## src/inc/dbc_pkg.sv

```systemverilog
// ----------------------------------------------------------------------------
// debug bus comparator configuration: shared constants and carriers
// ----------------------------------------------------------------------------
package dbc_pkg;

    // ------------------------------------------------------------------------
    // widths
    // ------------------------------------------------------------------------
    localparam int ADDR_W = 24;
    localparam int DATA_W = 32;
    localparam int REG_AW = 9;
    localparam int REG_DW = 8;

    // ------------------------------------------------------------------------
    // register offsets, byte addressed
    // ------------------------------------------------------------------------
    localparam logic [8:0] OFS_A_MASK_TOP = 9'h11C;
    localparam logic [8:0] OFS_A_MASK_BOTTOM = 9'h11F;
    localparam logic [8:0] OFS_B_CTL = 9'h120;
    localparam logic [8:0] OFS_B_ADDR_HIGH = 9'h125;
    localparam logic [8:0] OFS_B_ADDR_MID = 9'h126;
    localparam logic [8:0] OFS_B_ADDR_LOW = 9'h127;
    localparam logic [8:0] OFS_C_CTL = 9'h130;

    // ------------------------------------------------------------------------
    // control field positions
    // ------------------------------------------------------------------------
    localparam int BIT_INVERT = 6;
    localparam int BIT_INSTRUCTION_SELECT = 5;
    localparam int BIT_DIR = 3;
    localparam int BIT_DIRQ = 2;
    localparam int BIT_EN = 0;

    // implemented bits; the rest read as zero
    localparam logic [7:0] B_CTL_WMASK = 8'((1 << BIT_INSTRUCTION_SELECT) | (1 << BIT_DIR)
        | (1 << BIT_DIRQ) | (1 << BIT_EN));
    localparam logic [7:0] C_CTL_WMASK = 8'(B_CTL_WMASK | (1 << BIT_INVERT));

    // ------------------------------------------------------------------------
    // reset values
    // ------------------------------------------------------------------------
    localparam logic [31:0] RST_A_MASK = 32'h0000_0000;
    localparam logic [7:0] RST_CTL = 8'h00;
    localparam logic [23:0] RST_B_ADDR = 24'h00_0000;
    localparam logic [7:0] RST_RDATA = 8'h00;

    // ------------------------------------------------------------------------
    // carriers
    // ------------------------------------------------------------------------
    typedef struct packed {
        logic rsv7;
        logic invert_data_match;
        logic instruction_select;
        logic rsv4;
        logic direction_value;          // 1 read, 0 write
        logic direction_qualify_enable;
        logic rsv1;
        logic comparator_enable;
    } dbc_ctl_t;

    typedef struct packed {
        logic [ADDR_W-1:0] addr;        // data access address
        logic [DATA_W-1:0] data;
        logic read;                     // 1 read, 0 write
        logic valid;                    // data access this cycle
        logic [ADDR_W-1:0] pc_addr;     // instruction at execution stage
        logic pc_valid;
    } dbc_bus_t;

endpackage : dbc_pkg

```

## src/verilog/dbc_match.sv

```systemverilog
`timescale 1ns/1ps
// ----------------------------------------------------------------------------
// one address comparator with optional masked data term
// ----------------------------------------------------------------------------
module dbc_match #(
    parameter int ADDR_W = dbc_pkg::ADDR_W,
    parameter int DATA_W = dbc_pkg::DATA_W,
    parameter bit USE_DATA = 1'b0
) (
    // configuration
    input wire dbc_pkg::dbc_ctl_t i_ctl,
    input wire logic [ADDR_W-1:0] i_cmp_addr,
    input wire logic [DATA_W-1:0] i_cmp_data,
    input wire logic [DATA_W-1:0] i_cmp_mask,
    // observed bus
    input wire dbc_pkg::dbc_bus_t i_bus,
    // result
    output logic o_hit
);

    logic [DATA_W-1:0] bit_differs;
    logic data_ok;
    logic dir_ok;

    // per-bit difference, only positions with the mask bit set count
    genvar gi;
    generate
        for (gi = 0; gi < DATA_W; gi++) begin : g_bit
            assign bit_differs[gi] = i_cmp_mask[gi]
                & (i_bus.data[gi] ^ i_cmp_data[gi]);
        end
    endgenerate

    // equality or, when inverted, difference of the masked data
    assign data_ok = !USE_DATA || ((|bit_differs) == i_ctl.invert_data_match);

    // direction term only while qualification is on
    assign dir_ok = !i_ctl.direction_qualify_enable
        || (i_ctl.direction_value == i_bus.read);

    // instruction mode looks at pc only; data and direction drop out
    always_comb begin
        if (!i_ctl.comparator_enable) begin
            o_hit = 1'b0;
        end else if (i_ctl.instruction_select) begin
            o_hit = i_bus.pc_valid && (i_bus.pc_addr == i_cmp_addr);
        end else begin
            o_hit = i_bus.valid && (i_bus.addr == i_cmp_addr) && dir_ok && data_ok;
        end
    end

endmodule : dbc_match

```

## src/verilog/dbc_top.sv

```systemverilog
// Chosen here: strobed register access.
`timescale 1ns/1ps

// ----------------------------------------------------------------------------
// debug bus comparator configuration top
// ----------------------------------------------------------------------------
module dbc_top #(
    parameter int ADDR_W = dbc_pkg::ADDR_W,
    parameter int DATA_W = dbc_pkg::DATA_W
) (
    // clock and reset
    input wire logic i_clk_sys,
    input wire logic i_sys_rst,

    // register port, read data one cycle after the strobe
    input wire logic [dbc_pkg::REG_AW-1:0] i_reg_addr,
    input wire logic [dbc_pkg::REG_DW-1:0] i_reg_wdata,
    input wire logic i_reg_wr,
    input wire logic i_reg_rd,
    output logic [dbc_pkg::REG_DW-1:0] o_reg_rdata,
    output logic o_wr_refused,

    // debug unit state
    input wire logic i_debug_unit_armed,
    input wire logic i_trace_active_flag,

    // comparator A pairing, held elsewhere
    input wire logic i_pair_ab_range_mode,
    input wire dbc_pkg::dbc_ctl_t i_comparator_a_control,
    input wire logic [DATA_W-1:0] i_comparator_a_data,

    // comparator C values, held elsewhere
    input wire logic [ADDR_W-1:0] i_comparator_c_address,
    input wire logic [DATA_W-1:0] i_comparator_c_data,
    input wire logic [DATA_W-1:0] i_comparator_c_mask,

    // observed processor bus
    input wire dbc_pkg::dbc_bus_t i_bus,

    // match results
    output logic o_comparator_a_data_hit,
    output logic o_match_b,
    output logic o_match_c
);

    // ------------------------------------------------------------------------
    // state
    // ------------------------------------------------------------------------

    typedef struct packed {
        logic [DATA_W-1:0] a_mask;
        dbc_pkg::dbc_ctl_t b_ctl;
        logic [ADDR_W-1:0] b_addr;
        dbc_pkg::dbc_ctl_t c_ctl;
        logic [dbc_pkg::REG_DW-1:0] rdata;
        logic wr_refused;
        logic a_hit;
        logic match_b;
        logic match_c;
    } dbc_state_t;

    dbc_state_t state;
    dbc_state_t next_state;

    // ------------------------------------------------------------------------
    // combinational helpers
    // ------------------------------------------------------------------------

    logic wr_open;
    logic [1:0] mask_byte;
    logic in_mask_window;
    dbc_pkg::dbc_ctl_t b_ctl_eff;
    logic hit_b;
    logic hit_c;
    logic a_differs;

    // configuration is frozen while armed or tracing, so the comparators
    // never see a half-written setup mid-session
    assign wr_open = !i_debug_unit_armed && !i_trace_active_flag;

    // mask window decode: four consecutive bytes
    assign in_mask_window = (i_reg_addr >= dbc_pkg::OFS_A_MASK_TOP)
        && (i_reg_addr <= dbc_pkg::OFS_A_MASK_BOTTOM);
    assign mask_byte = 2'(i_reg_addr - dbc_pkg::OFS_A_MASK_TOP);

    // in range mode comparator A control steers comparator B; B's own
    // control register keeps its value but has no effect
    assign b_ctl_eff = i_pair_ab_range_mode ? i_comparator_a_control : state.b_ctl;

    // comparator A masked data compare; the address and the rest of A
    // live outside this block
    assign a_differs = |((i_bus.data ^ i_comparator_a_data) & state.a_mask);

    // ------------------------------------------------------------------------
    // register map behaviour
    // ------------------------------------------------------------------------

    // every register is one byte wide on the port; wider values are split
    // into byte lanes that software writes one at a time, top lane first
    // by address, and each lane lands on its own with no holding latch
    // hazard: a multi-byte update is not atomic, so software must finish
    // the whole value before arming, or the comparator sees a blend
    // of old and new lanes for the cycles in between
    // a refused write drops the whole byte and raises the refusal pulse,
    // whatever the address, so software can tell a lost setup from a
    // write to an unmapped place, which is dropped silently
    // reserved control bits are masked at write time rather than at read
    // time, so the stored value and the value that steers the comparators
    // are the same, except for comparator B in range mode, which comparator A control steers
    // trade-off: the mask window is decoded by range rather than by four
    // separate case items, which keeps the lane arithmetic in one place
    // at the price of a subtractor on the address path

    // ------------------------------------------------------------------------
    // comparators
    // ------------------------------------------------------------------------

    // comparator B: address and direction, no data term
    dbc_match #(
        .ADDR_W(ADDR_W),
        .DATA_W(DATA_W),
        .USE_DATA(1'b0)
    ) u_match_b (
        .i_ctl(b_ctl_eff),
        .i_cmp_addr(state.b_addr),
        .i_cmp_data('0),
        .i_cmp_mask('0),
        .i_bus(i_bus),
        .o_hit(hit_b)
    );

    // comparator C: address plus masked data, optionally inverted
    dbc_match #(
        .ADDR_W(ADDR_W),
        .DATA_W(DATA_W),
        .USE_DATA(1'b1)
    ) u_match_c (
        .i_ctl(state.c_ctl),
        .i_cmp_addr(i_comparator_c_address),
        .i_cmp_data(i_comparator_c_data),
        .i_cmp_mask(i_comparator_c_mask),
        .i_bus(i_bus),
        .o_hit(hit_c)
    );

    // ------------------------------------------------------------------------
    // next state
    // ------------------------------------------------------------------------

    // register writes, read mux and match sampling in one place
    always_comb begin
        next_state = state;

        // read data stands for one cycle only, zero otherwise
        next_state.rdata = dbc_pkg::RST_RDATA;
        next_state.wr_refused = 1'b0;

        // writes: accepted only while the debug unit is idle
        if (i_reg_wr && !wr_open) begin
            next_state.wr_refused = 1'b1;
        end else if (i_reg_wr) begin
            if (in_mask_window) begin
                // byte 0 is the top byte, byte 3 the bottom byte
                for (int k = 0; k < 4; k++) begin
                    if (mask_byte == 2'(k)) begin
                        next_state.a_mask[31 - 8 * k -: 8] = i_reg_wdata;
                    end
                end
            end
            unique case (i_reg_addr)
                dbc_pkg::OFS_B_CTL: begin
                    next_state.b_ctl = i_reg_wdata & dbc_pkg::B_CTL_WMASK;
                end
                dbc_pkg::OFS_B_ADDR_HIGH: begin
                    next_state.b_addr[23:16] = i_reg_wdata;
                end
                dbc_pkg::OFS_B_ADDR_MID: begin
                    next_state.b_addr[15:8] = i_reg_wdata;
                end
                dbc_pkg::OFS_B_ADDR_LOW: begin
                    next_state.b_addr[7:0] = i_reg_wdata;
                end
                dbc_pkg::OFS_C_CTL: begin
                    next_state.c_ctl = i_reg_wdata & dbc_pkg::C_CTL_WMASK;
                end
                default: begin
                    // unmapped or mask window, handled above
                end
            endcase
        end

        // reads: always allowed, unmapped reads give zero
        if (i_reg_rd) begin
            if (in_mask_window) begin
                for (int k = 0; k < 4; k++) begin
                    if (mask_byte == 2'(k)) begin
                        next_state.rdata = state.a_mask[31 - 8 * k -: 8];
                    end
                end
            end
            unique case (i_reg_addr)
                dbc_pkg::OFS_B_CTL: begin
                    next_state.rdata = state.b_ctl;
                end
                dbc_pkg::OFS_B_ADDR_HIGH: begin
                    next_state.rdata = state.b_addr[23:16];
                end
                dbc_pkg::OFS_B_ADDR_MID: begin
                    next_state.rdata = state.b_addr[15:8];
                end
                dbc_pkg::OFS_B_ADDR_LOW: begin
                    next_state.rdata = state.b_addr[7:0];
                end
                dbc_pkg::OFS_C_CTL: begin
                    next_state.rdata = state.c_ctl;
                end
                default: begin
                    // keep the mask byte or the zero default
                end
            endcase
        end

        // match outputs registered: one cycle behind the bus, which keeps
        // the 24-bit compare off the consumer's timing path
        next_state.a_hit = i_bus.valid && !a_differs;
        next_state.match_b = hit_b;
        next_state.match_c = hit_c;
    end

    // ------------------------------------------------------------------------
    // state register
    // ------------------------------------------------------------------------

    // synchronous reset to documented values
    always_ff @(posedge i_clk_sys) begin
        if (i_sys_rst) begin
            state.a_mask <= dbc_pkg::RST_A_MASK;
            state.b_ctl <= dbc_pkg::RST_CTL;
            state.b_addr <= dbc_pkg::RST_B_ADDR;
            state.c_ctl <= dbc_pkg::RST_CTL;
            state.rdata <= dbc_pkg::RST_RDATA;
            state.wr_refused <= 1'b0;
            state.a_hit <= 1'b0;
            state.match_b <= 1'b0;
            state.match_c <= 1'b0;
        end else begin
            state <= next_state;
        end
    end

    // ------------------------------------------------------------------------
    // outputs, straight from the state register
    // ------------------------------------------------------------------------

    assign o_reg_rdata = state.rdata;
    assign o_wr_refused = state.wr_refused;
    assign o_comparator_a_data_hit = state.a_hit;
    assign o_match_b = state.match_b;
    assign o_match_c = state.match_c;

endmodule : dbc_top

```

## config.mk

```make
export PLATFORM = sky130hd
export DESIGN_NAME = dbc_top
export DESIGN_NICKNAME = d
export VERILOG_FILES = /design/src/inc/dbc_pkg.sv /design/src/verilog/dbc_match.sv /design/src/verilog/dbc_top.sv
export SDC_FILE = /design/constraint.sdc
export NUM_CORES = 1
export LEC_CHECK = 0
export BUFFER_PORTS_ARGS = -buffer_cell sky130_fd_sc_hd__buf_2
export CAP_MARGIN = 0
export CORE_ASPECT_RATIO = 1.5
export CORE_MARGIN = 1.5
export CORE_UTILIZATION = 25
export DETAILED_ROUTE_END_ITERATION = 8
export PLACE_DENSITY = 0.49
export SETUP_SLACK_MARGIN = 0.2
export SYNTH_ARGS = -nofsm -noshare
export SYNTH_HDL_FRONTEND = slang
export SYNTH_SLANG_ARGS = --single-unit
export TNS_END_PERCENT = 100
```

## constraint.sdc

```tcl
create_clock -name i_clk_sys -period 3.48 [get_ports i_clk_sys]
set_input_delay 0.696 -clock i_clk_sys [delete_from_list [all_inputs] [get_ports i_clk_sys]]
set_output_delay 0.696 -clock i_clk_sys [all_outputs]
set_load 0.03 [all_outputs]
```

# After elaboration in Yosys (flattened, before gate mapping)
# Cells that the tools add are included.
# word_totals
register_bits	77
in_bits	235
output_inout_bits	12
wordCells	153
# op_classes
add_sub_neg	1
order_cmp	2
n_eq_ne	15
n_mux	10
n_bitwise	70
n_reduce_logical	34
# ops
operator	count
equality test 24 bit	4
OR reduction 32 bit	2
equality test 9 bit (second input constant)	5
two-way mux 8 bit	5
case mux 8 bit (5 select lines)	1
bitwise AND 1 bit	32
bitwise AND 32 bit	1
bitwise XOR 1 bit	32
bitwise XOR 32 bit	1
AND reduction 4 bit	4
AND reduction 3 bit	5
logical AND 1 bit	11
greater-or-equal comparator 9 bit (second input constant)	1
<= comparator 9 bit (second input constant)	1
logical NOT 1 bit	6
two-way mux 6 bit	1
OR reduction 2 bit	3
equality test 2 bit (second input constant)	2
inverter 1 bit	4
equality test 1 bit	3
two-way mux 1 bit	3
equality test 2 x 1 -> 1 bit (second input constant)	1
logical NOT 2 bit	1
logical OR 1 bit	2
subtractor 2 x 1 -> 2 bit (second input constant)	1

# Depth between registers and ports, before layout
# Gate-level depths: netlist (run 1).
# logic_depth
depth_word	8
ltp_mapped	8
ltp_nobuf	6

# Modules after synthesis
# From an unflattened synthesis (run 1), not the netlist that was laid out.
# hier_totals
cells_unflattened	569
area_unflattened_um2	5441.5
# by_module_without_submodules
module	n_inst	cells_per_inst	area_each_um2	seq_area_each_um2
dbc_top	1	377	3877.5	1541.5
dbc_match (u_match_c)	1	123	999.7	0.0
dbc_match (u_match_b)	1	69	564.3	0.0

# Worst setup path after synthesis (run 1)
# Ideal clock, no wire load.
# synth_timing
path_type	input to register
from	in i_reg_addr[7] (netlist bit)
to	reg state[52] (netlist bit)
setup_ns	0.128
arrival_time_ns	2.055
path_slack_ns	1.297
path_stages	7
path_buffers	2
path_cell_list	or3b_4 nor2_1 buf_2 and4_1 buf_2 mux2i_1 nor2_1
# synth_between
elab_chain_len	3
word_cells_on_any_way	4
cone_classes	2 x order compare; 2 x reduce/logical
# synth_rtl
element	line	rtl
start, declared	dbc_top.sv:16	input wire logic [dbc_pkg::REG_AW-1:0] i_reg_addr,
greater-or-equal comparator 9 bit / <= comparator 9 bit (equally long branches)	dbc_top.sv:82, dbc_top.sv:83	
logical AND 1 bit (*)	dbc_top.sv:83	&& (i_reg_addr <= dbc_pkg::OFS_A_MASK_BOTTOM);
AND reduction 4 bit (no source line) (*)	--	
end signal, assigned	dbc_top.sv:247	state <= next_state;
end, declared	dbc_top.sv:62	dbc_state_t state;
# Mark *: on every way between the ends. The rest lies on a longest branch, timed or not.
# A chain may end at the register's enable or synchronous reset.

# Final worst setup path (run 1)
# layout_timing
from	in i_reg_addr[7] (netlist bit)
to	reg state[37] (netlist bit)
# layout_between
elab_chain_len	2
# layout_rtl
element	line	rtl
equality test 9 bit	dbc_top.sv:170	unique case (i_reg_addr)
AND reduction 3 bit (no source line)	--	
# Every way passes these cells.

==> results of run 1 <==
-- power by group through the flow --
stage / clock [W] / sequential (W) / combinational [W]
after floorplan: 0 / 0.000905 / 0.000179
after detailed placement: 0 / 0.000903 / 0.000432
final: 0.000951 / 0.000883 / 0.000425
after global routing: 0.000994 / 0.000883 / 0.000462
after CTS: 0.000969 / 0.000883 / 0.000433
after global placement: 0 / 0.000903 / 0.000430
-- routing by layer --
layer	wire length, um	up-vias
li1	-	2502
met5	0	-
met1	7400	2324
met4	382	0
met3	1400	18
met2	11700	257
-- layout make-up --
type	count	area, um2
tap	268	335
multi-input combinational	468	3580
clock buffer	9	225
inverter	1	3.75
timing repair buffer	248	1260
clock inverter	7	75.1
fill	2331	14000
sequential	77	1540
-- worst paths after layout --
path	start	to	slack, ns	depth (start not counted)
max	i_reg_addr[7]	state[37]	1.09	7
min	state[46]	state[46]	0.50	2
min reg2reg	state[46]	state[46]	0.50	2
max reg2reg	state[38]	o_match_b	1.60	5
-- cell usage in the layout, fill, tap and decap left out, types with 20 or more instances in the layout --
| master | netlist | final |
|---|---|---|
| sky130_fd_sc_hd__xor2_1 | 111 | 111 |
| sky130_fd_sc_hd__buf_2 | 9 | 242 |
| sky130_fd_sc_hd__nand4_1 | 20 | 20 |
| sky130_fd_sc_hd__a22oi_1 | 23 | 23 |
| sky130_fd_sc_hd__a21oi_1 | 20 | 20 |
| sky130_fd_sc_hd__mux2i_1 | 51 | 51 |
| sky130_fd_sc_hd__nor2_1 | 54 | 54 |
| sky130_fd_sc_hd__xnor2_1 | 53 | 53 |
| sky130_fd_sc_hd__dfxtp_1 | 77 | 77 |
| sky130_fd_sc_hd__nand2_1 | 38 | 38 |
-- stage by stage --
step | instance area [um2] | utilization
5_1_grt | 7020 | 0.335
3_3_place_gp | 6720 | 0.320
2_1_floorplan | 5320 | -
6_report | 7020 | 0.335
3_5_place_dp | 6720 | 0.320
4_1_cts | 7020 | 0.335
-- sequential cells by signal, summed over array words and instances (netlist names) --
| register | cells |
|---|---|
| o_comparator_a_data_hit | 1 |
| o_match_b | 1 |
| o_match_c | 1 |
| o_reg_rdata | 8 |
| o_wr_refused | 1 |
| state | 65 |
-- cells by family (layout without fill, tap and decap cells) --
group | after synthesis | count (layout)
simple gates | 165 | 165
xor+xnor | 164 | 164
flops | 77 | 77
mux | 70 | 70
compound gates | 69 | 69
buf+inv | 38 | 265
-- critical path: cells and delay by family --
kind | cells | cell delay, ns
buffers and inverters | 1 | 0.10
AOI/OAI and AO/OA | 1 | 0.14
and+or+nand+nor | 5 | 1.71
==> qor.yml, run 1 <==
detail_route.vias_per_cell: 4.73
htree_num_levels: 3
synth-xor-area-share: 0.270
timing_worst_slew_pin_value_ns: 0.770
die_width_um: 122
syn_nets: 818
initial_core_util: 0.253
cts.sink_count: 77
crit_required_ns: 3.74
p_total_w: 0.00226
endpoint_kind: "flip-flop"
clock-skew-final_ns: 0.00881
power_switching_share: 0.275
groute.layer.met1.usage: 0.195
holdCritPathClass: "flip-flop to flip-flop"
wire_length_of_the_first_global_routing_pass_um: 30100
clock_tree.root_cell: "sky130_fd_sc_hd__clkbuf_16"
timing_worst_setup_path_type: "input pin to flip-flop"
postCtsResizedCells: 0
yosysTopAreaCellShare: 0.290
finalWeightedCongestion: 0.921
finalNonFillerCells: 1078
clkSlewWorstSetupHoldPaths_ns: 0.06
power.static_leakage_nw: 3.02
synth.cells.most_frequent: "sky130_fd_sc_hd__xor2_1 (111), sky130_fd_sc_hd__dfxtp_1 (77), sky130_fd_sc_hd__nor2_1 (54)"
post_cts_setup_repair_buffer_count: 0
cts-buffers-inserted: 9
ys_types: 43
dominant_combinational_cell_family_by_area_after_synthesis: "XOR/XNOR gates"
syn_to_final_growth_pct: 32.0
cp.arrival_ns: 2.65
placed_cells_incl_taps: 1062
grt_pass1_vias: 5171
rsz_0062_raised_after_global_routing: "no"
period_share: 0.688
status: "finished clean"
finalNetCount: 1040
worst_skew_pair.late_latency_ns: 0.34
mappedNetlistArea_um2: 5320
cap_violations: 0
track_usage: 0.185
max_freq_ghz: 0.418
top_level_ports: 247
ys_seq_elements: 77
most_frequent_cell_after_synthesis: "sky130_fd_sc_hd__xor2_1"
pwr-share-comb: 0.188
grt_overflow: 0
die_y_um: 182
post_synth_inst_count: 583
power.share.clock: 0.421
crit_slowest_cell: "sky130_fd_sc_hd__nor4b_4"
place_hpwl_um: 17500
synth_simple_gate_area_frac: 0.158
largest_net_degree_at_the_start_of_global_routing: 71
ir_worst_vdd_v: 0.000213
design.core.area_um2: 21000
setup_violating_endpoint_count_in_the_final_report: 0
yosys_most_used_dff: "sky130_fd_sc_hd__dfxtp_1"
wl_um: 20900
tns_ns: 0
drt_pre_antenna_iters: 4
preCtsSetupSlack_ns: 0.741
synth-edff-count: 0
finalCriticalPeriod_ns: 2.39
synth.mux.area_fraction: 0.153
antenna_violations_before_repair: 0
timing_hold_violations_final: 0
post_route_cells_drive_above_1_share: 0.356
route.antenna.remaining_nets: 0
slew_headroom: 0.487
ys_async_sr_fraction: 0
internal_power_w: 0.00164
tritoncts: "done"
post_synth_fa_ha_maj_area_fraction: 0
p_per_area_nw_per_um2: 322
proportion_of_synthesized_chip_area_in_sequential_cells: 0.290
cells_traversed_along_the_worst_timing_path: "buf_2 > or3b_4 > nor4b_4 > and3b_1 > and2_1 > nand2_1 > a21oi_1"
critical_path.max_stage_delay_ns: 0.49
sequentialPowerShare: 0.391
hold_ws_ns: 0.497
synth_warnings: 0
synthesis.area_per_instance_um2: 9.12
yosys.area.top_type: "sky130_fd_sc_hd__dfxtp_1"
netlist_top_cells_area: "sky130_fd_sc_hd__dfxtp_1 (29%), sky130_fd_sc_hd__xor2_1 (18%), sky130_fd_sc_hd__mux2i_1 (9.6%), sky130_fd_sc_hd__xnor2_1 (8.7%), sky130_fd_sc_hd__nor2_1 (3.8%)"
drv_slew: 0
use_met3: 0.0217
place.port_buffers: 242
gr-max-usage-layer: "met2"
antenna_cells: 0
cts_hold_buf: 0
routed_wire_length_per_instance_um: 19.4
cts_buffer_depth: 2
worstPathMaxFanout: 8
remaining_drc_errors: 0
worst_setup_slack_final_ns: 1.09
worst_setup_path_start_kind: "input pin"
placement_rows: 65
grt.met2_usage: 0.374
detail_route.iter0.violations: 220
vias: 5101
synth_compound_gate_area_share: 0.0932
fp.dieArea_um2: 22200
net-switching-power_w: 0.000621
Power figures use the tool's default switching activity.
==> inputs of run 2 (changes only) <==
--- a/config.mk
+++ b/config.mk
@@ -5,13 +5,14 @@
 export SDC_FILE = /design/constraint.sdc
 export NUM_CORES = 1
 export LEC_CHECK = 0
+export ABC_AREA = 1
 export BUFFER_PORTS_ARGS = -buffer_cell sky130_fd_sc_hd__buf_2
 export CAP_MARGIN = 0
 export CORE_ASPECT_RATIO = 1.5
 export CORE_MARGIN = 1.5
 export CORE_UTILIZATION = 25
 export DETAILED_ROUTE_END_ITERATION = 8
-export PLACE_DENSITY = 0.49
+export PLACE_DENSITY = 0.48
 export SETUP_SLACK_MARGIN = 0.2
 export SYNTH_ARGS = -nofsm -noshare
 export SYNTH_HDL_FRONTEND = slang
==> constraint.sdc (replaced) <==
create_clock -name i_clk_sys -period 2.5 [get_ports i_clk_sys]
set_input_delay 0.5 -clock i_clk_sys [delete_from_list [all_inputs] [get_ports i_clk_sys]]
set_output_delay 0.5 -clock i_clk_sys [all_outputs]
set_load 0.03 [all_outputs]
==> run 2 against run 1 <==
Sequential share of layout area down 1.9 points. Non-clock buffer count grew 1. Worst setup slack got worse by 0.25 ns. Power rose by 39%. Utilization down 0.19 points. Register-to-register slack got worse by 0.71 ns. Die area up 11%. Global-route usage is 2.7 points higher. Clock power is 30% higher. Synthesized cell count is 66% higher. First-iteration DRC count increased by 25%.
==> qor.yml, run 2 <==
status: "finished clean"
synth.mux.area_fraction: 0  # -0.153
design.core.area_um2: 23100  # +10%
synth_simple_gate_area_frac: 0.292  # +0.135
post_synth_inst_count: 966  # +66%
period_share: 0.664
yosys.area.top_type: "sky130_fd_sc_hd__dfxtp_1"
synthesis.area_per_instance_um2: 6.12  # -33%
ys_seq_elements: 77  # unchanged
power.share.clock: 0.397  # -0.024
worstHoldEndpoint: "o_wr_refused"
vias: 6939  # +36%
antenna_violations_before_repair: 1  # +1
ir_worst_vdd_v: 0.000254  # +19%
fin_area_um2: 7700  # +9.7%
max_flop_register: "state"
drv_slew: 0  # unchanged
worst_setup_slack_final_ns: 0.839  # -0.246 ns
detail_route.iter0.violations: 274  # +25%
netlist_top_cells_area: "sky130_fd_sc_hd__dfxtp_1 (26%), sky130_fd_sc_hd__nand2_1 (12%), sky130_fd_sc_hd__inv_1 (11%), sky130_fd_sc_hd__nor2_1 (7.4%), sky130_fd_sc_hd__o21ai_0 (7.1%)"
endpoint_kind: "flip-flop"
ys_async_sr_fraction: 0  # unchanged
routed_wire_length_per_instance_um: 17.2  # -11%
die_y_um: 191  # +5.4%
dominant_combinational_cell_family_by_area_after_synthesis: "simple AND/OR/NAND/NOR gates"
top_level_ports: 247  # unchanged
remaining_drc_errors: 0  # unchanged
proportion_of_synthesized_chip_area_in_sequential_cells: 0.261  # -0.0292
internal_power_w: 0.00220  # +34%
pwr-share-comb: 0.210  # +0.022
initial_core_util: 0.256  # +0.00209
cts-buffers-inserted: 9  # unchanged
ys_types: 41  # -4.7%
worstPathMaxFanout: 6  # -2
timing_worst_setup_path_type: "input pin to flip-flop"
track_usage: 0.213  # +0.0273
cp.arrival_ns: 1.91  # -0.74 ns
rsz_0062_raised_after_global_routing: "no"
clkSlewWorstSetupHoldPaths_ns: 0.06  # about the same
synth.cells.most_frequent: "sky130_fd_sc_hd__nand2_1 (187), sky130_fd_sc_hd__inv_1 (168), sky130_fd_sc_hd__nor2_1 (117)"
postCtsResizedCells: 0  # unchanged
finalWeightedCongestion: 0.902  # -2.0%
synth_compound_gate_area_share: 0.252  # +0.158
finalCriticalPeriod_ns: 1.66
largest_net_degree_at_the_start_of_global_routing: 27  # -62%
post_cts_setup_repair_buffer_count: 0  # unchanged
cts_buffer_depth: 2  # unchanged
net-switching-power_w: 0.000929  # +50%
synth-xor-area-share: 0.0592  # -0.211
holdCritPathClass: "input pin to flip-flop"
worst_setup_path_start_kind: "input pin"
synth_warnings: 0  # unchanged
yosys_most_used_dff: "sky130_fd_sc_hd__dfxtp_1"
tns_ns: 0  # unchanged
timing_worst_slew_pin_value_ns: 0.452  # -0.317 ns
hold_path_startpoint: "i_reg_wr"
mappedNetlistArea_um2: 5910  # +11%
most_frequent_cell_after_synthesis: "sky130_fd_sc_hd__nand2_1"
detail_route.vias_per_cell: 4.56  # -3.7%
die_width_um: 129  # +5.3%
layout_common_cells: "sky130_fd_sc_hd__buf_2 (242), sky130_fd_sc_hd__nand2_1 (187), sky130_fd_sc_hd__inv_1 (168)"
post_route_cells_drive_above_1_share: 0.249  # -0.107
htree_num_levels: 3  # unchanged
largest_register_ffs: 65  # unchanged
sequentialPowerShare: 0.393  # +0.002
slew_headroom: 0.695  # +0.208
cap_violations: 0  # unchanged
timing.hold.worst_path_depth: 3  # +1
post_synth_fa_ha_maj_area_fraction: 0  # unchanged
drt_pre_antenna_iters: 5  # +1
power_switching_share: 0.297  # +0.0221
antenna_cells: 0  # unchanged
setup_violating_endpoint_count_in_the_final_report: 0  # unchanged
p_per_area_nw_per_um2: 406  # +26%
clock_tree.root_cell: "sky130_fd_sc_hd__clkbuf_16"
power.static_leakage_nw: 3.68  # +22%
r2r_setup_slack_ns: 0.89  # -0.71 ns
preCtsSetupSlack_ns: 0.495  # -0.247 ns
finalNetCount: 1437  # +38%
rr_endpoint: "o_match_b"
cts.sink_count: 77  # unchanged
synth-edff-count: 0  # unchanged
reg2reg_from: "state[29]"
worst_skew_pair.late_latency_ns: 0.34  # about the same
max_freq_ghz: 0.602
hold_ws_ns: 0.396  # -0.101 ns
wl_um: 26200  # +26%
tritoncts: "done"
crit_required_ns: 2.75  # -0.99 ns
placement_rows: 68  # +4.6%
worst-r2r-cell-count: 9  # +4
fp.dieArea_um2: 24600  # +11%
place_area_um2: 7420  # +10%
grt_overflow: 0  # unchanged
place_hpwl_um: 22400  # +28%
route.antenna.remaining_nets: 0  # unchanged
grt_pass1_vias: 6926  # +34%
cts_hold_buf: 0  # unchanged
place.port_buffers: 242  # unchanged
clock-skew-final_ns: 0.00740  # -0.00141 ns
finalCoreUtilization: 0.333  # -0.00187
syn_nets: 1201  # +47%
yosysTopAreaCellShare: 0.261  # -0.0292
syn_to_final_growth_pct: 30.2
timing_hold_violations_final: 0  # unchanged
wire_length_of_the_first_global_routing_pass_um: 38500  # +28%
layout.cells.most_common: "sky130_fd_sc_hd__buf_2"
## run 2: changes by cell type after synthesis, sizes merged, moves of 51 or more
cell   change
nand2    +156
mux2i     -51
inv      +173
xor2      -89
nor2      +69
o21ai     +93
## run 2: metal layers
layer / GRT usage / wire (um) / up-vias / share of wire
li1: - / - / 3647 / -
met1: 0.217 / 9850 / 2969 / 0.38
met2: 0.406 / 13500 / 258 / 0.52
met3: 0.0325 / 1370 / 63 / 0.052
met4: 0.119 / 1440 / 2 / 0.055
met5: 0 / 18 / - / 0.00069
## run 2: power by group through the flow
stage	Sequential, W	Clock (W)	Combinational (W)
global placement	0.00126	0	0.000660
CTS	0.00123	0.00126	0.000664
detailed placement	0.00126	0	0.000661
floorplan	0.00126	0	0.000281
global route	0.00123	0.00131	0.000731
finish	0.00123	0.00124	0.000656
## run 2: worst max-delay path, stage by stage
cell and delay, ns:
sky130_fd_sc_hd__buf_2 0.10, sky130_fd_sc_hd__nor2_2 0.18, sky130_fd_sc_hd__nand2_1 0.11, sky130_fd_sc_hd__nor3_2 0.25
sky130_fd_sc_hd__nand3_1 0.26, sky130_fd_sc_hd__o21ai_0 0.22, sky130_fd_sc_hd__nor3_1 0.08, sky130_fd_sc_hd__a21oi_1 0.20
## run 2: area by class of cell
| cell class | instances | area, um2 |
|---|---|---|
| clock buffers | 11 | 243 |
| fillers | 2695 | 15400 |
| multi-input cells | 690 | 3570 |
| repair buffers | 249 | 1260 |
| clock inverters | 5 | 35.0 |
| flip-flops and latches | 77 | 1540 |
| well taps | 315 | 394 |
| inverters | 175 | 657 |
## run 2: through the flow
stage,cells,total power [W]
6_report,1522,0.00313
5_1_grt,1522,0.00327
3_3_place_gp,1506,0.00192
3_5_place_dp,1506,0.00192
2_1_floorplan,966,0.00154
4_1_cts,1522,0.00315
## run 2: how the worst max path moves through the flow
stage                        start        endpoint  slack, ns  cells past startpoint
2_1_floorplan  i_trace_active_flag       state[27]       0.89                      6
3_3_place_gp         i_reg_addr[7]  o_reg_rdata[0]       0.48                      8
3_5_place_dp         i_reg_addr[7]  o_reg_rdata[0]       0.49                      8
4_1_cts              i_reg_addr[7]  o_reg_rdata[0]       0.85                      8
5_1_grt              i_reg_addr[7]  o_reg_rdata[0]       0.70                      8
6_report             i_reg_addr[7]  o_reg_rdata[0]       0.84                      8
## run 2: cell families (layout without fill, tap and decap cells)
| group | count (synthesis) | count (layout) |
|---|---|---|
| buffers and inverters | 199 | 440 |
| AO/OA/AOI/OAI | 253 | 253 |
| flip-flops | 77 | 77 |
| AND/OR/NAND/NOR | 397 | 397 |
| XOR/XNOR | 40 | 40 |
==> inputs of run 3 (changes only) <==
--- a/config.mk
+++ b/config.mk
@@ -5,14 +5,14 @@
 export SDC_FILE = /design/constraint.sdc
 export NUM_CORES = 1
 export LEC_CHECK = 0
-export ABC_AREA = 1
+export ABC_AREA = 0
 export BUFFER_PORTS_ARGS = -buffer_cell sky130_fd_sc_hd__buf_2
 export CAP_MARGIN = 0
 export CORE_ASPECT_RATIO = 1.5
 export CORE_MARGIN = 1.5
 export CORE_UTILIZATION = 25
 export DETAILED_ROUTE_END_ITERATION = 8
-export PLACE_DENSITY = 0.48
+export PLACE_DENSITY = 0.49
 export SETUP_SLACK_MARGIN = 0.2
 export SYNTH_ARGS = -nofsm -noshare
 export SYNTH_HDL_FRONTEND = slang
==> constraint.sdc (replaced) <==
create_clock -name i_clk_sys -period 1.55 [get_ports i_clk_sys]
set_input_delay 0.31 -clock i_clk_sys [delete_from_list [all_inputs] [get_ports i_clk_sys]]
set_output_delay 0.31 -clock i_clk_sys [all_outputs]
set_load 0.03 [all_outputs]
==> run 3 against run 2 <==
The flow now finishes with violations (negative setup slack). Worst setup slack worse by 0.93 ns. Via count down 19%. Clock-buffer cell count down 1. Critical path type is now flip-flop to flip-flop. Highest routed layer is now met4.
==> qor.yml, run 3 (same netlist as run 1, synthesis figures left out) <==
status: "finished, violations left"
violated_checks: "negative setup slack"
die_width_um: 122  # -5.0%
finalNetCount: 1164  # -19%
power.static_leakage_nw: 3.76  # +2.4%
tritoncts: "done"
timing_hold_violations_final: 0  # unchanged
wl_um: 22200  # -15%
largest_net_degree_at_the_start_of_global_routing: 45  # +67%
clock-skew-final_ns: 0.00408  # -0.00332 ns
cts-buffers-inserted: 9  # unchanged
finalNonFillerCells: 1202  # -21%
cp.arrival_ns: 1.91  # about the same
rsz_0062_raised_after_global_routing: "yes"
design.core.area_um2: 21000  # -9.3%
crit_required_ns: 1.82  # -0.93 ns
reg2reg_from: "state[26]"
p_per_area_nw_per_um2: 669  # +65%
drt_pre_antenna_iters: 6  # +1
placed_cells_incl_taps: 1179  # -22%
fillerInstances: 2206  # -18%
timing_worst_slew_pin_value_ns: 0.524  # +0.0714 ns
track_usage: 0.199  # -0.0136
worst_setup_slack_final_ns: -0.0898  # -0.929 ns
layout.cells.most_common: "sky130_fd_sc_hd__buf_2"
max_flop_register: "state"
period_share: 1.06
route.antenna.remaining_nets: 0  # unchanged
wire_length_of_the_first_global_routing_pass_um: 32400  # -16%
worstPathMaxFanout: 2  # -4
hold_ws_ns: 0.233  # -0.163 ns
multi_input_area_um2: 3890  # +8.9%
cts.sink_count: 77  # unchanged
crit_slowest_cell: "sky130_fd_sc_hd__dfxtp_2"
worst_setup_path_start_kind: "flip-flop"
largest_register_ffs: 65  # unchanged
clock_tree.root_cell: "sky130_fd_sc_hd__clkbuf_16"
wp_buf_inv: 1  # unchanged
grt_pass1_vias: 5875  # -15%
cts_hold_buf: 0  # unchanged
cells_traversed_along_the_worst_timing_path: "xor2_1 > nor4_1 > nand3_1 > nor4_2 > buf_4 > nand4_1 > a211oi_2"
p_total_w: 0.00565  # +81%
endpoint_kind: "flip-flop"
grt_overflow: 0  # unchanged
clkSlewWorstSetupHoldPaths_ns: 0.06  # about the same
timing_worst_setup_path_type: "flip-flop to flip-flop"
max_freq_ghz: 0.610
finalCriticalPeriod_ns: 1.64
regArea_um2: 1550  # +0.49%
initial_core_util: 0.253  # -0.00209
worst_skew_pair.late_latency_ns: 0.34  # about the same
antenna_violations_before_repair: 0  # -1
top_layer_used: "met4"
routed_wire_length_per_instance_um: 18.5  # +7.3%
cap_violations: 0  # unchanged
finalWeightedCongestion: 0.879  # -2.6%
route.layer.met1.wl_um: 7970  # -19%
vias: 5634  # -19%
cts_buffer_depth: 2  # unchanged
post_route_cells_drive_above_1_share: 0.507  # +0.259
setup_violating_endpoint_count_in_the_final_report: 35  # +35
htree_num_levels: 3  # unchanged
holdCritPathClass: "input pin to flip-flop"
critPathLaunch: "state[26]"
layout_common_cells: "sky130_fd_sc_hd__buf_2 (239), sky130_fd_sc_hd__xor2_1 (110), sky130_fd_sc_hd__buf_4 (109)"
worst_path_dominant_cell_family: "simple AND/OR/NAND/NOR gates"
place_hpwl_um: 18500  # -17%
antenna_cells: 0  # unchanged
place.port_buffers: 242  # unchanged
fp.dieArea_um2: 22200  # -9.9%
ir_worst_vdd_v: 0.000482  # +90%
slew_headroom: 0.651  # -0.0444
hold_path_startpoint: "i_reg_wr"
placement_rows: 65  # -4.4%
detail_route.vias_per_cell: 4.69  # +2.8%
critical_path.max_stage_delay_ns: 0.33  # +0.07 ns
syn_to_final_growth_pct: 58.8
detailroute.wirelength.met2_um: 12400  # -8.5%
wl_met3_um: 1190  # -13%
top_level_ports: 247  # unchanged
drv_slew: 0  # unchanged
detail_route.iter0.violations: 262  # -4.4%
remaining_drc_errors: 0  # unchanged
die_y_um: 182  # -5.1%
run 3: cell types whose count changed in the layout (fill, tap and decap cells not counted), sizes merged, moves of 27 or more:
cell | previous run | this run
a211oi | 28 | 1
a21oi | 70 | 20
buf | 249 | 372
inv | 175 | 1
mux2i | 0 | 51
nand2 | 194 | 38
nand3 | 47 | 13
nor2 | 124 | 55
o21ai | 94 | 1
o22ai | 36 | 1
xnor2 | 18 | 53
xor2 | 22 | 111
run 3: final timing paths:
| path | end | slack, ns | cells past startpoint |
|---|---|---|---|
| max | o_match_b | -0.09 | 7 |
| min | o_wr_refused | 0.23 | 2 |
| max reg2reg | o_match_b | -0.09 | 7 |
| min reg2reg | state[42] | 0.52 | 2 |
run 3: what timing repair did:
| item | 4_1_cts | 5_1_grt |
|---|---|---|
| buffers inserted | 4 | 3 |
| resized for setup | 61 | 26 |
| pin swaps | 47 | 19 |
| endpoints found under the setup margin | 75 | 75 |
| gates cloned | 0 | 0 |
run 3: final cells by class:
class,instances,area share
clock inverters,6,0.0130
inverters,1,0.000444
well taps,268,0.0397
repair buffers,372,0.275
clock buffers,10,0.0283
multi-input cells,468,0.460
flip-flops and latches,77,0.183
run 3: where the power goes:
group	internal, W	leakage, nW	switching (W)
combinational	0.000582	2.98	0.000588
sequential	0.00198	0.623	0.00000112
clock	0.00161	0.165	0.000882
run 3: metrics by stage:
step | setup TNS, ns | utilization | worst slack [ns] | area, um2
final | -1.36 | 0.403 | -0.0898 | 8450
after global routing | -5.74 | 0.403 | -0.180 | 8450
after detailed placement | -26.47 | 0.366 | -0.527 | 7680
after CTS | -0.479 | 0.396 | -0.111 | 8320
after floorplan | -7.92 | - | -0.172 | 5390
after global placement | -25.85 | 0.366 | -0.534 | 7680
run 3: routing by layer:
metal  global-route usage  vias up
li1                     -     2751
met1                0.200     2604
met2                0.404      252
met3               0.0258       27
met4               0.0707        0
met5                    0        -
